[config.mk]
export PLATFORM = sky130hd
export DESIGN_NAME = tcc_core
export DESIGN_NICKNAME = d
export VERILOG_FILES = /design/src/logic/tcc_pkg.sv /design/src/logic/tcc_dsm.sv /design/src/logic/tcc_core.sv
export VERILOG_INCLUDE_DIRS = /design/src /design/src/logic
export SDC_FILE = /design/constraint.sdc
export NUM_CORES = 1
export LEC_CHECK = 0
export BUFFER_PORTS_ARGS = -buffer_cell sky130_fd_sc_hd__buf_2
export CAP_MARGIN = 20
export CORE_MARGIN = 2
export CORE_UTILIZATION = 50
export DETAILED_ROUTE_END_ITERATION = 12
export GPL_TIMING_DRIVEN = 0
export PLACE_DENSITY = 0.68
export REMOVE_ABC_BUFFERS = 1
export SETUP_SLACK_MARGIN = 0.4
export SYNTH_ARGS = -nofsm -noshare
export SYNTH_HDL_FRONTEND = slang
export SYNTH_SLANG_ARGS = --single-unit
[constraint.sdc]
create_clock -name mclk -period 4.9 [get_ports mclk]
set_input_delay 0.49 -clock mclk [delete_from_list [all_inputs] [get_ports mclk]]
set_output_delay 0.49 -clock mclk [all_outputs]
set_load 0.005 [all_outputs]
[src/logic/tcc_map.svh]
// Register indices, field positions, reset values and counts of the capture/compare block
`ifndef TCC_MAP_SVH
`define TCC_MAP_SVH
// Register indices; the byte address is four times the index
`define TCC_IDX_CH0_LO 8'hda
`define TCC_IDX_CH0_HI 8'hdb
`define TCC_IDX_CH1_LO 8'hdc
`define TCC_IDX_CH1_HI 8'hdd
`define TCC_IDX_CTL0 8'he5
`define TCC_IDX_CTL1 8'he6
`define TCC_IDX_RFMASK 8'hf0
`define TCC_IDX_TMODE 8'hf1
`define TCC_IDX_ISTAT 8'hf2
`define TCC_IDX_IEN 8'hf3
`define TCC_IDX_CNT_LO 8'hf4
`define TCC_IDX_CNT_HI 8'hf5
`define TCC_ADDR(i) {i, 2'b00}
// Reset values
`define TCC_CTL_RST 8'h40
`define TCC_IEN_RST 2'h3
// Interrupt status bit positions
`define TCC_ST_CH1 0
`define TCC_ST_CH0 1
// Modulator step dividers, last count of the step divider dsm_cnt, which counts ticks
`define TCC_DSM_SLOW 3'h7
`define TCC_DSM_FAST 3'h3
// Modulator arithmetic
`define TCC_DSM_DW 14
`define TCC_DSM_LSB 2
`define TCC_INTERP_SHIFT 3
`define TCC_DSM_HALF 18'sh02000
`define TCC_DSM_FULL 18'sh04000
`endif

[src/logic/tcc_pkg.sv]
// Types of the capture/compare block
package tcc_pkg;
  typedef enum logic [2:0] {
    TCC_CMP_SET = 3'b000,
    TCC_CMP_CLR = 3'b001,
    TCC_CMP_TGL = 3'b010,
    TCC_CMP_SETUP = 3'b011,
    TCC_CMP_CLRUP = 3'b100,
    TCC_CMP_SET1 = 3'b101,
    TCC_CMP_CLR1 = 3'b110,
    TCC_CMP_DSM = 3'b111
  } tcc_cmp_t;
  typedef enum logic [1:0] {
    TCC_MODE_STOP = 2'b00,
    TCC_MODE_FREE = 2'b01,
    TCC_MODE_MOD = 2'b10,
    TCC_MODE_UPDN = 2'b11
  } tcc_mode_t;
  typedef struct packed {
    logic capture_source_sel;
    logic chan_irq_mask;
    tcc_cmp_t compare_action;
    logic cap_cmp_sel;
    logic [1:0] capture_edge_sel;
  } tcc_ctl_t;
  typedef struct packed {
    logic read;
    logic write;
    logic [9:0] address;
    logic [31:0] writedata;
    logic [3:0] byteenable;
  } tcc_avm_req_t;
  typedef struct packed {
    logic [31:0] readdata;
    logic waitrequest;
  } tcc_avm_rsp_t;
  typedef struct packed {
    logic [15:0] ch0_val;
    logic [15:0] ch1_val;
    tcc_ctl_t ch0_ctl;
    tcc_ctl_t ch1_ctl;
    logic [7:0] rf_mask;
    tcc_mode_t mode;
    logic [1:0] irq_stat;
    logic [1:0] irq_en;
    logic [15:0] count;
    logic down;
    logic [7:0] tick_cnt;
    logic [2:0] dsm_cnt;
    logic cap_s1;
    logic cap_s2;
    logic cap_prev;
    logic pin_out;
    logic irq;
    logic waitreq;
    logic [31:0] rdata;
  } tcc_state_t;
  typedef struct packed {
    logic [13:0] target;
    logic [13:0] cur;
    logic [13:0] acc;
    logic signed [17:0] e1;
    logic signed [17:0] e2;
    logic q;
  } tcc_dsm_state_t;
endpackage : tcc_pkg

[src/logic/tcc_dsm.sv]
// Delta-sigma modulator with optional interpolator and second-order shaping
`timescale 1ns/1ps
`include "tcc_map.svh"
module tcc_dsm (
  // Clock and reset
  input wire logic mclk,
  input wire logic arst_n,
  // Control
  input wire logic enable,
  input wire logic step,
  input wire logic load,
  input wire logic interp_en,
  input wire logic shape_en,
  input wire logic [`TCC_DSM_DW-1:0] sample_in,
  // Modulated bit
  output logic bit_out
);
  import tcc_pkg::*;

  tcc_dsm_state_t st_reg;
  tcc_dsm_state_t st_next;

  // One modulator step per step pulse; everything clears when the mode is left
  always_comb
  begin
    logic signed [14:0] diff;
    logic signed [14:0] delta;
    logic [14:0] sum;
    logic signed [17:0] y;
    diff = '0;
    delta = '0;
    sum = '0;
    y = '0;
    st_next = st_reg;
    if (!enable)
    begin
      st_next = '0;
    end
    else
    begin
      if (load)
      begin
        st_next.target = sample_in;
      end
      if (step)
      begin
        // Interpolator glides an eighth of the gap per step, snaps when less than eight below the target
        diff = $signed({1'b0, st_reg.target}) - $signed({1'b0, st_reg.cur});
        delta = diff >>> `TCC_INTERP_SHIFT;
        if (!interp_en || delta == '0)
          st_next.cur = st_reg.target;
        else
          st_next.cur = 14'(15'({1'b0, st_reg.cur}) + 15'(delta));
        if (shape_en)
        begin
          // Error feedback 2e1 - e2 pushes quantisation noise to high frequency
          y = $signed({4'h0, st_reg.cur}) + (st_reg.e1 <<< 1) - st_reg.e2;
          st_next.q = (y >= `TCC_DSM_HALF);
          st_next.e2 = st_reg.e1;
          st_next.e1 = st_next.q ? y - `TCC_DSM_FULL : y;
        end
        else
        begin
          // First order: the carry of the accumulator is the bit
          sum = {1'b0, st_reg.acc} + {1'b0, st_reg.cur};
          st_next.q = sum[14];
          st_next.acc = sum[13:0];
        end
      end
    end
  end

  // State register
  always_ff @(posedge mclk or negedge arst_n)
  begin
    if (!arst_n)
      st_reg <= '0;
    else
      st_reg <= st_next;
  end

  assign bit_out = st_reg.q;
endmodule : tcc_dsm

[src/logic/tcc_core.sv]
// Timer capture/compare channels 0 and 1 with delta-sigma mode, Avalon-MM slave
//
// The implementer's own choice: the Avalon-MM register port.
`timescale 1ns/1ps
`include "tcc_map.svh"
module tcc_core #(
  parameter int TICK_DIV = 1
) (
  // Clock and reset
  input wire logic mclk,
  input wire logic arst_n,
  // Register bus
  input wire tcc_pkg::tcc_avm_req_t avm_req,
  output tcc_pkg::tcc_avm_rsp_t avm_rsp,
  // Capture sources
  input wire logic cap_pin,
  input wire logic [7:0] radio_evt,
  // Compare output and interrupt
  output logic cmp_out,
  output logic irq
);
  import tcc_pkg::*;

  // Divider counter is eight bits wide
  if (TICK_DIV < 1 || TICK_DIV > 256)
  begin : g_bad_div
    $error("TICK_DIV must lie in 1..256");
  end

  localparam logic [7:0] TICK_LAST = 8'(TICK_DIV - 1);
  localparam tcc_state_t RST_ST = '{
    ch0_ctl: tcc_ctl_t'(`TCC_CTL_RST),
    ch1_ctl: tcc_ctl_t'(`TCC_CTL_RST),
    mode: TCC_MODE_STOP,
    irq_en: `TCC_IEN_RST,
    waitreq: 1'b1,
    default: '0
  };

  tcc_state_t st_reg;
  tcc_state_t st_next;
  logic tick;
  logic eq0;
  logic eq1;
  logic dsm_on;
  logic dsm_step;
  logic dsm_load;
  logic dsm_bit;
  logic cap_fire;
  logic wr_ok;
  logic [7:0] wd;
  logic [7:0] rd;

  // Timer tick, matches and mode decode
  assign tick = (st_reg.tick_cnt == TICK_LAST);
  assign eq0 = (st_reg.count == st_reg.ch0_val);
  assign eq1 = (st_reg.count == st_reg.ch1_val);
  assign dsm_on = (st_reg.ch1_ctl.compare_action == TCC_CMP_DSM);
  assign dsm_step = dsm_on && tick &&
    (st_reg.dsm_cnt == (st_reg.ch1_ctl.cap_cmp_sel ? `TCC_DSM_FAST : `TCC_DSM_SLOW));
  // sample rate from channel 0 period
  assign dsm_load = dsm_on && tick && eq0;
  assign wr_ok = avm_req.write && !st_reg.waitreq && avm_req.byteenable[0];
  assign wd = avm_req.writedata[7:0];

  // Capture trigger; the edge detector looks only at the second sync stage
  always_comb
  begin
    logic rise;
    logic fall;
    rise = st_reg.cap_s2 && !st_reg.cap_prev;
    fall = !st_reg.cap_s2 && st_reg.cap_prev;
    cap_fire = 1'b0;
    if (!dsm_on && !st_reg.ch1_ctl.cap_cmp_sel)
    begin
      if (st_reg.ch1_ctl.capture_source_sel)
        cap_fire = |(radio_evt & st_reg.rf_mask);
      else
        cap_fire = (st_reg.ch1_ctl.capture_edge_sel[0] && rise) ||
          (st_reg.ch1_ctl.capture_edge_sel[1] && fall);
    end
  end

  // Register read decode; unmapped addresses read as zero
  always_comb
  begin
    rd = '0;
    case (avm_req.address)
      `TCC_ADDR(`TCC_IDX_CH0_LO): rd = st_reg.ch0_val[7:0];
      `TCC_ADDR(`TCC_IDX_CH0_HI): rd = st_reg.ch0_val[15:8];
      `TCC_ADDR(`TCC_IDX_CH1_LO): rd = st_reg.ch1_val[7:0];
      `TCC_ADDR(`TCC_IDX_CH1_HI): rd = st_reg.ch1_val[15:8];
      `TCC_ADDR(`TCC_IDX_CTL0): rd = st_reg.ch0_ctl;
      `TCC_ADDR(`TCC_IDX_CTL1): rd = st_reg.ch1_ctl;
      `TCC_ADDR(`TCC_IDX_RFMASK): rd = st_reg.rf_mask;
      `TCC_ADDR(`TCC_IDX_TMODE): rd = {6'h00, st_reg.mode};
      `TCC_ADDR(`TCC_IDX_ISTAT): rd = {6'h00, st_reg.irq_stat};
      `TCC_ADDR(`TCC_IDX_IEN): rd = {6'h00, st_reg.irq_en};
      `TCC_ADDR(`TCC_IDX_CNT_LO): rd = st_reg.count[7:0];
      `TCC_ADDR(`TCC_IDX_CNT_HI): rd = st_reg.count[15:8];
      default: rd = '0;
    endcase
  end

  // Next state: bus first, hardware events afterwards so they win
  always_comb
  begin
    logic up_match;
    logic dn_match;
    logic updn;
    logic [1:0] set_ev;
    st_next = st_reg;
    up_match = eq1 && !st_reg.down;
    dn_match = eq1 && st_reg.down;
    updn = (st_reg.mode == TCC_MODE_UPDN);
    set_ev = '0;
    // Pin synchroniser and edge history
    st_next.cap_s1 = cap_pin;
    st_next.cap_s2 = st_reg.cap_s1;
    st_next.cap_prev = st_reg.cap_s2;
    // One wait cycle, then a single cycle with waitrequest low
    st_next.waitreq = !((avm_req.read || avm_req.write) && st_reg.waitreq);
    st_next.rdata = {24'h000000, rd};
    if (wr_ok)
    begin
      case (avm_req.address)
        `TCC_ADDR(`TCC_IDX_CH0_LO): st_next.ch0_val[7:0] = wd;
        `TCC_ADDR(`TCC_IDX_CH0_HI): st_next.ch0_val[15:8] = wd;
        `TCC_ADDR(`TCC_IDX_CH1_LO): st_next.ch1_val[7:0] = wd;
        `TCC_ADDR(`TCC_IDX_CH1_HI): st_next.ch1_val[15:8] = wd;
        `TCC_ADDR(`TCC_IDX_CTL0): st_next.ch0_ctl = tcc_ctl_t'(wd);
        `TCC_ADDR(`TCC_IDX_CTL1): st_next.ch1_ctl = tcc_ctl_t'(wd);
        `TCC_ADDR(`TCC_IDX_RFMASK): st_next.rf_mask = wd;
        `TCC_ADDR(`TCC_IDX_TMODE): st_next.mode = tcc_mode_t'(wd[1:0]);
        `TCC_ADDR(`TCC_IDX_ISTAT): st_next.irq_stat = st_reg.irq_stat & ~wd[1:0];
        `TCC_ADDR(`TCC_IDX_IEN): st_next.irq_en = wd[1:0];
        default: st_next.rf_mask = st_next.rf_mask;
      endcase
    end
    // Tick divider and modulator step divider
    st_next.tick_cnt = tick ? '0 : 8'(st_reg.tick_cnt + 8'h01);
    if (!dsm_on)
      st_next.dsm_cnt = '0;
    else if (dsm_step)
      st_next.dsm_cnt = '0;
    else if (tick)
      st_next.dsm_cnt = 3'(st_reg.dsm_cnt + 3'h1);
    if (tick)
    begin
      case (st_reg.mode)
        TCC_MODE_STOP: st_next.count = st_reg.count;
        TCC_MODE_FREE: st_next.count = 16'(st_reg.count + 16'h0001);
        TCC_MODE_MOD: st_next.count = eq0 ? '0 : 16'(st_reg.count + 16'h0001);
        TCC_MODE_UPDN:
        begin
          if (!st_reg.down)
          begin
            if (st_reg.count >= st_reg.ch0_val)
            begin
              st_next.down = (st_reg.count != '0);
              st_next.count = (st_reg.count == '0) ? '0 : 16'(st_reg.count - 16'h0001);
            end
            else
              st_next.count = 16'(st_reg.count + 16'h0001);
          end
          else if (st_reg.count == '0)
          begin
            st_next.down = 1'b0;
            st_next.count = (st_reg.ch0_val == '0) ? '0 : 16'h0001;
          end
          else
            st_next.count = 16'(st_reg.count - 16'h0001);
        end
        default: st_next.count = st_reg.count;
      endcase
      if (st_reg.mode != TCC_MODE_UPDN)
        st_next.down = 1'b0;
      if (st_reg.mode != TCC_MODE_STOP && eq0)
        set_ev[`TCC_ST_CH0] = 1'b1;
    end
    // Capture beats a same-cycle software write of the value
    if (cap_fire)
    begin
      st_next.ch1_val = st_reg.count;
      set_ev[`TCC_ST_CH1] = 1'b1;
    end
    // Compare actions on the output pin
    if (dsm_on)
      st_next.pin_out = dsm_bit;
    else if (tick && st_reg.ch1_ctl.cap_cmp_sel)
    begin
      if (eq1)
        set_ev[`TCC_ST_CH1] = 1'b1;
      case (st_reg.ch1_ctl.compare_action)
        TCC_CMP_SET: if (eq1) st_next.pin_out = 1'b1;
        TCC_CMP_CLR: if (eq1) st_next.pin_out = 1'b0;
        TCC_CMP_TGL: if (eq1) st_next.pin_out = !st_reg.pin_out;
        TCC_CMP_SETUP:
        begin
          // set up, clear at zero or down
          if (up_match)
            st_next.pin_out = 1'b1;
          else if (updn ? dn_match : (st_reg.count == '0))
            st_next.pin_out = 1'b0;
        end
        TCC_CMP_CLRUP:
        begin
          // clear up, set at zero or down
          if (up_match)
            st_next.pin_out = 1'b0;
          else if (updn ? dn_match : (st_reg.count == '0))
            st_next.pin_out = 1'b1;
        end
        TCC_CMP_SET1:
        begin
          // set on ch1, clear on ch0
          if (eq1)
            st_next.pin_out = 1'b1;
          else if (eq0)
            st_next.pin_out = 1'b0;
        end
        TCC_CMP_CLR1:
        begin
          // clear on ch1, set on ch0
          if (eq1)
            st_next.pin_out = 1'b0;
          else if (eq0)
            st_next.pin_out = 1'b1;
        end
        default: st_next.pin_out = st_reg.pin_out;
      endcase
    end
    // Sticky status: a set in the clearing cycle survives
    st_next.irq_stat = st_next.irq_stat | set_ev;
    st_next.irq = |(st_next.irq_stat & st_next.irq_en &
      {st_next.ch0_ctl.chan_irq_mask, st_next.ch1_ctl.chan_irq_mask});
  end

  // State register
  always_ff @(posedge mclk or negedge arst_n)
  begin
    if (!arst_n)
      st_reg <= RST_ST;
    else
      st_reg <= st_next;
  end

  // channel 1 high byte is the upper modulator data byte
  // field decode: only 00 shapes, 10 acts as 11
  tcc_dsm u_dsm (
    .mclk(mclk),
    .arst_n(arst_n),
    .enable(dsm_on),
    .step(dsm_step),
    .load(dsm_load),
    .interp_en(!st_reg.ch1_ctl.capture_edge_sel[1]),
    .shape_en(st_reg.ch1_ctl.capture_edge_sel == 2'b00),
    .sample_in(st_reg.ch1_val[15:`TCC_DSM_LSB]),
    .bit_out(dsm_bit)
  );

  // Outputs straight from the state register
  assign avm_rsp.readdata = st_reg.rdata;
  assign avm_rsp.waitrequest = st_reg.waitreq;
  assign cmp_out = st_reg.pin_out;
  assign irq = st_reg.irq;

  // Checks
  property p_ch0_lo_wr;
    @(posedge mclk) disable iff (!arst_n)
    wr_ok && avm_req.address == `TCC_ADDR(`TCC_IDX_CH0_LO) |=> st_reg.ch0_val[7:0] == $past(wd);
  endproperty
  a_ch0_lo_wr: assert property (p_ch0_lo_wr) else $error("ch0 low byte not written");

  property p_ch1_hi_wr;
    @(posedge mclk) disable iff (!arst_n)
    wr_ok && !cap_fire && avm_req.address == `TCC_ADDR(`TCC_IDX_CH1_HI)
      |=> st_reg.ch1_val[15:8] == $past(wd);
  endproperty
  a_ch1_hi_wr: assert property (p_ch1_hi_wr) else $error("ch1 high byte not written");

  property p_rf_cap;
    @(posedge mclk) disable iff (!arst_n)
    !dsm_on && !st_reg.ch1_ctl.cap_cmp_sel && st_reg.ch1_ctl.capture_source_sel &&
      |(radio_evt & st_reg.rf_mask) |=> st_reg.ch1_val == $past(st_reg.count) && st_reg.irq_stat[`TCC_ST_CH1];
  endproperty
  a_rf_cap: assert property (p_rf_cap) else $error("radio event capture missed");

  property p_irq_line;
    @(posedge mclk) disable iff (!arst_n)
    st_reg.irq_stat[`TCC_ST_CH1] && st_reg.irq_en[`TCC_ST_CH1] && st_reg.ch1_ctl.chan_irq_mask |-> irq;
  endproperty
  a_irq_line: assert property (p_irq_line) else $error("interrupt not raised");

  property p_tgl;
    @(posedge mclk) disable iff (!arst_n)
    tick && eq1 && st_reg.ch1_ctl.cap_cmp_sel && st_reg.ch1_ctl.compare_action == TCC_CMP_TGL
      |=> cmp_out != $past(cmp_out);
  endproperty
  a_tgl: assert property (p_tgl) else $error("toggle on compare missed");

  property p_set1clr0;
    @(posedge mclk) disable iff (!arst_n)
    tick && !eq1 && eq0 && st_reg.ch1_ctl.cap_cmp_sel && st_reg.ch1_ctl.compare_action == TCC_CMP_SET1
      |=> !cmp_out;
  endproperty
  a_set1clr0: assert property (p_set1clr0) else $error("clear on ch0 match missed");

  property p_pin_cap;
    @(posedge mclk) disable iff (!arst_n)
    !dsm_on && !st_reg.ch1_ctl.cap_cmp_sel && !st_reg.ch1_ctl.capture_source_sel &&
      st_reg.ch1_ctl.capture_edge_sel == 2'b01 && st_reg.cap_s2 && !st_reg.cap_prev
      |=> st_reg.ch1_val == $past(st_reg.count);
  endproperty
  a_pin_cap: assert property (p_pin_cap) else $error("rising edge capture missed");

  property p_mod_wrap;
    @(posedge mclk) disable iff (!arst_n)
    tick && st_reg.mode == TCC_MODE_MOD && eq0 |=> st_reg.count == '0;
  endproperty
  a_mod_wrap: assert property (p_mod_wrap) else $error("modulo wrap missed");

  property p_updn_turn;
    @(posedge mclk) disable iff (!arst_n)
    tick && st_reg.mode == TCC_MODE_UPDN && !st_reg.down && eq0 && st_reg.ch0_val != '0 |=> st_reg.down;
  endproperty
  a_updn_turn: assert property (p_updn_turn) else $error("up/down turn missed");

  property p_dsm_slow;
    @(posedge mclk) disable iff (!arst_n)
    dsm_step && !st_reg.ch1_ctl.cap_cmp_sel |-> st_reg.dsm_cnt == `TCC_DSM_SLOW;
  endproperty
  a_dsm_slow: assert property (p_dsm_slow) else $error("slow modulator step off");

  c_pin_cap: cover property (@(posedge mclk) disable iff (!arst_n) cap_fire);
  c_dsm_step: cover property (@(posedge mclk) disable iff (!arst_n) dsm_step);
  c_irq: cover property (@(posedge mclk) disable iff (!arst_n) irq);
endmodule : tcc_core

==> results.txt <==
Largest family of logic cells by synthesized area: compound AO/OA/AOI/OAI gates
Post-synthesis sequential area ratio: 36.6%
Syn-to-layout area delta: 8.28%
WL met1: 14,000 um
Type of the tightest min-delay check: in2async
R2R depth: 15
Final hold violations: 0
Gate count of the mapped netlist: 1,370
XOR/XNOR share of the synthesized area: 4.39%
Slew Viols, Final: 0
Crit path max-delay cell type: fa_1
LEAKAGE: 6.14 nW
Final period util: 83.4%
Pint: 2.36 mW
CTS H-Tree Depth: 4
Synth warn: 0
Top cells by area, synth: dfrtp_1 36%, ha_1 8.3%, o21ai_0 4.0%, nand2_1 3.8%, mux2_2 3.8%
Number of remaining DRC errors: 0
First-pass GRT wire length: 51,200 um
Post-synth EDFFs: 0
P_sw: 833 uW
Startpoint types: flop
WP data arrival: 4460 ps
Row count: 57
Clock Latency Late Sink: 450 ps
Crit path buf inv count: 2
Final wirelength: 30,600 um
Synth Cell Area: 12,500 um2
Worst Hold Margin: 53.6 ps
Fin crit period: 4090 ps
Die area: 26,300 um2
Clk pwr share: 46.6%
Worst-margin pin slew: 1090 ps
Number of nets in the layout: 1,533
Number of flip-flops in the largest register: 91
Sum Neg Setup Slack: 0 ps
Area leader, netlist: dfrtp_1
TritonCTS Sinks: 183
Pwr per Cell Area: 235 nW/um2
Dpl cell area: 12,900 um2
Ys flop type: dfrtp_1
I/O Pins: 94
Stages on the worst setup path: 15
Die Y: 162 um
Worst-case clock buffer depth: 2
Ys async rst share: 100%
Ant. Diodes: 0
Kind of critical path: reg2reg
Initial antenna violation count: 0
Compound-Gate Fraction of Synth Area: 18.4%
FMAX: 245 MHz
Routability-driven placement congestion ratio: 0.918
CORE AREA: 24,500 um2
Commonest non-fill, non-tap cell in the layout: dfrtp_1
Proportion of netlist area held by the largest area contributor: 35.6%
Grt total ovfl: 0
Worst Clk Skew: 15.3 ps
Post-Syn Area per Cell: 9.14 um2
Total power: 3.19 mW
Total Routing Usage GR: 24.4%
TritonCTS Buffers: 17
First-pass DRT Iterations: 8
CP max stage delay: 530 ps
Initial Util: 51.2%
Post-synthesis cell type count: 82
Worst EP required: 5270 ps
Initial DRC count: 848
Metal3 WL: 1570 um
Die W: 162 um
Adder-Cell Fraction of Synth Area: 10.9%
# port buffers: 42
Peak supply drop: 0.169 mV
Unrepaired setup endpoints after global routing: no
Max transition margin: 27.0%
Vias in the first global route: 9,954
Routed vias: 10,200
Mux contribution to synthesized area: 5.53%
CP delay by family, top: adder cells
Synth Register Bits: 183
Switching part of the total: 26.1%
Combinational fraction of design power: 5.4%
Status: completed
Max cap viols: 0
Clock root cell: clkbuf_16
CTS tree: built
Largest net degree at the start of global routing: 99
Clock transition at path regs: 80 ps
Count of final setup violators: 0
Simple-Gate Fraction of Synth Area: 17.4%
CP max FO: 7
Layout cells sized above 1: 12.1%
Final Instance Area: 13,600 um2
Vias/cell: 5.94
Routed wire per std cell: 17.9 um
Crit end category: flop
Worst path cell trace: fa_1, ha_1, inv_1, fa_1, nor2b_1, o31ai_2, a2111oi_2, or2_1, a21o_1, nor2_1, inv_1, ha_1, nand2_1, or4_1, a21oi_1
Antenna viol nets, final: 0
Post-DP HPWL: 22,300 um
Share of power burned in registers: 48.0%
Uppermost layer routed: met4
Post-CTS Setup Bufs: 0
Most frequent cells in the layout: 178 x dfrtp_1, 127 x nand2_1, 98 x inv_1
Met2 wire length: 13,800 um
-- final cells by class --
| class | instances | area [um2] |
|---|---|---|
| sequential | 183 | 4590 |
| clock inverter | 15 | 204 |
| fill | 2215 | 10900 |
| inverter | 98 | 368 |
| multi-input combinational | 1021 | 7220 |
| timing repair buffer | 54 | 357 |
| clock buffer | 17 | 425 |
| tap | 324 | 405 |
-- through the flow --
step	std cells	setup slack (ps)	util (%)
after global routing	1712	416	55.5
after detailed placement	1680	645	52.9
after floorplan	1302	1220	-
after CTS	1712	616	55.4
after global placement	1668	-687	52.1
final	1712	815	55.5
-- cell families after synthesis --
logic type	Yosys count
other	1
and+or+nand+nor	441
xor gates and xnor gates	62
buffers and inverters	189
AOI/OAI and AO/OA	330
DFF	183
adders and majority gates	100
muxes	64
-- path summary, 6_finish.rpt --
path	from	end	slack [ps]
worst max-delay path	u_dsm.st_reg[52]$_DFFE_PN0P_	u_dsm.st_reg[36]$_DFFE_PN0P_	810
max in group asynchronous	arst_n	avm_rsp[0]$_DFF_PN1_	3910
worst min register to register	st_next[36]$_DFF_PN0_	st_next[35]$_DFF_PN0_	360
worst max register to register	u_dsm.st_reg[52]$_DFFE_PN0P_	u_dsm.st_reg[36]$_DFFE_PN0P_	810
worst min-delay path	arst_n	u_dsm.st_reg[21]$_DFFE_PN0P_	50
min in group mclk	cap_pin	st_next[36]$_DFF_PN0_	140
-- metal layers --
metal,vias to the layer above,global-route usage (%)
met5,-,0
met4,0,11.5
met3,73,4.11
met2,311,38.0
met1,4867,33.2
li1,4919,-
-- cell usage after synthesis, types with 5 or more instances --
cell type,number
nor2_1,84
and3_1,21
xor2_1,17
dfstp_2,5
a21o_1,14
o221ai_1,6
a31oi_1,9
nor3_1,39
nand3_1,76
a22o_1,10
mux2i_1,22
ha_1,83
a211o_1,5
a221o_1,11
nand4_1,8
o211ai_1,6
nand2_1,128
nor4_1,11
a222oi_1,21
a21oi_1,57
a211oi_1,6
and2_1,9
fa_1,16
clkbuf_1,46
o31ai_1,10
mux2_2,42
inv_1,98
a22oi_1,9
xnor2_1,44
buf_1,7
o21a_1,14
o21ai_0,99
a221oi_1,10
dfrtp_1,178
nand3b_1,6
or3_1,13
nand2b_1,7
nor2b_1,13
buf_4,33
-- power groups by stage --
stage / registers, mW / logic [mW] / clock network [mW]
after detailed placement: 1.56 / 0.173 / 0
after global placement: 1.56 / 0.165 / 0
after global routing: 1.53 / 0.196 / 1.57
final: 1.53 / 0.173 / 1.49
after CTS: 1.53 / 0.173 / 1.52
after floorplan: 1.56 / 0.0845 / 0
-- what timing repair did --
item,CTS,global route
hold buffers,0,0
hold endpoints to repair,0,0
setup endpoints to repair,0,2
resized for setup,0,2
Note: power is estimated with default switching activity, not from simulation.
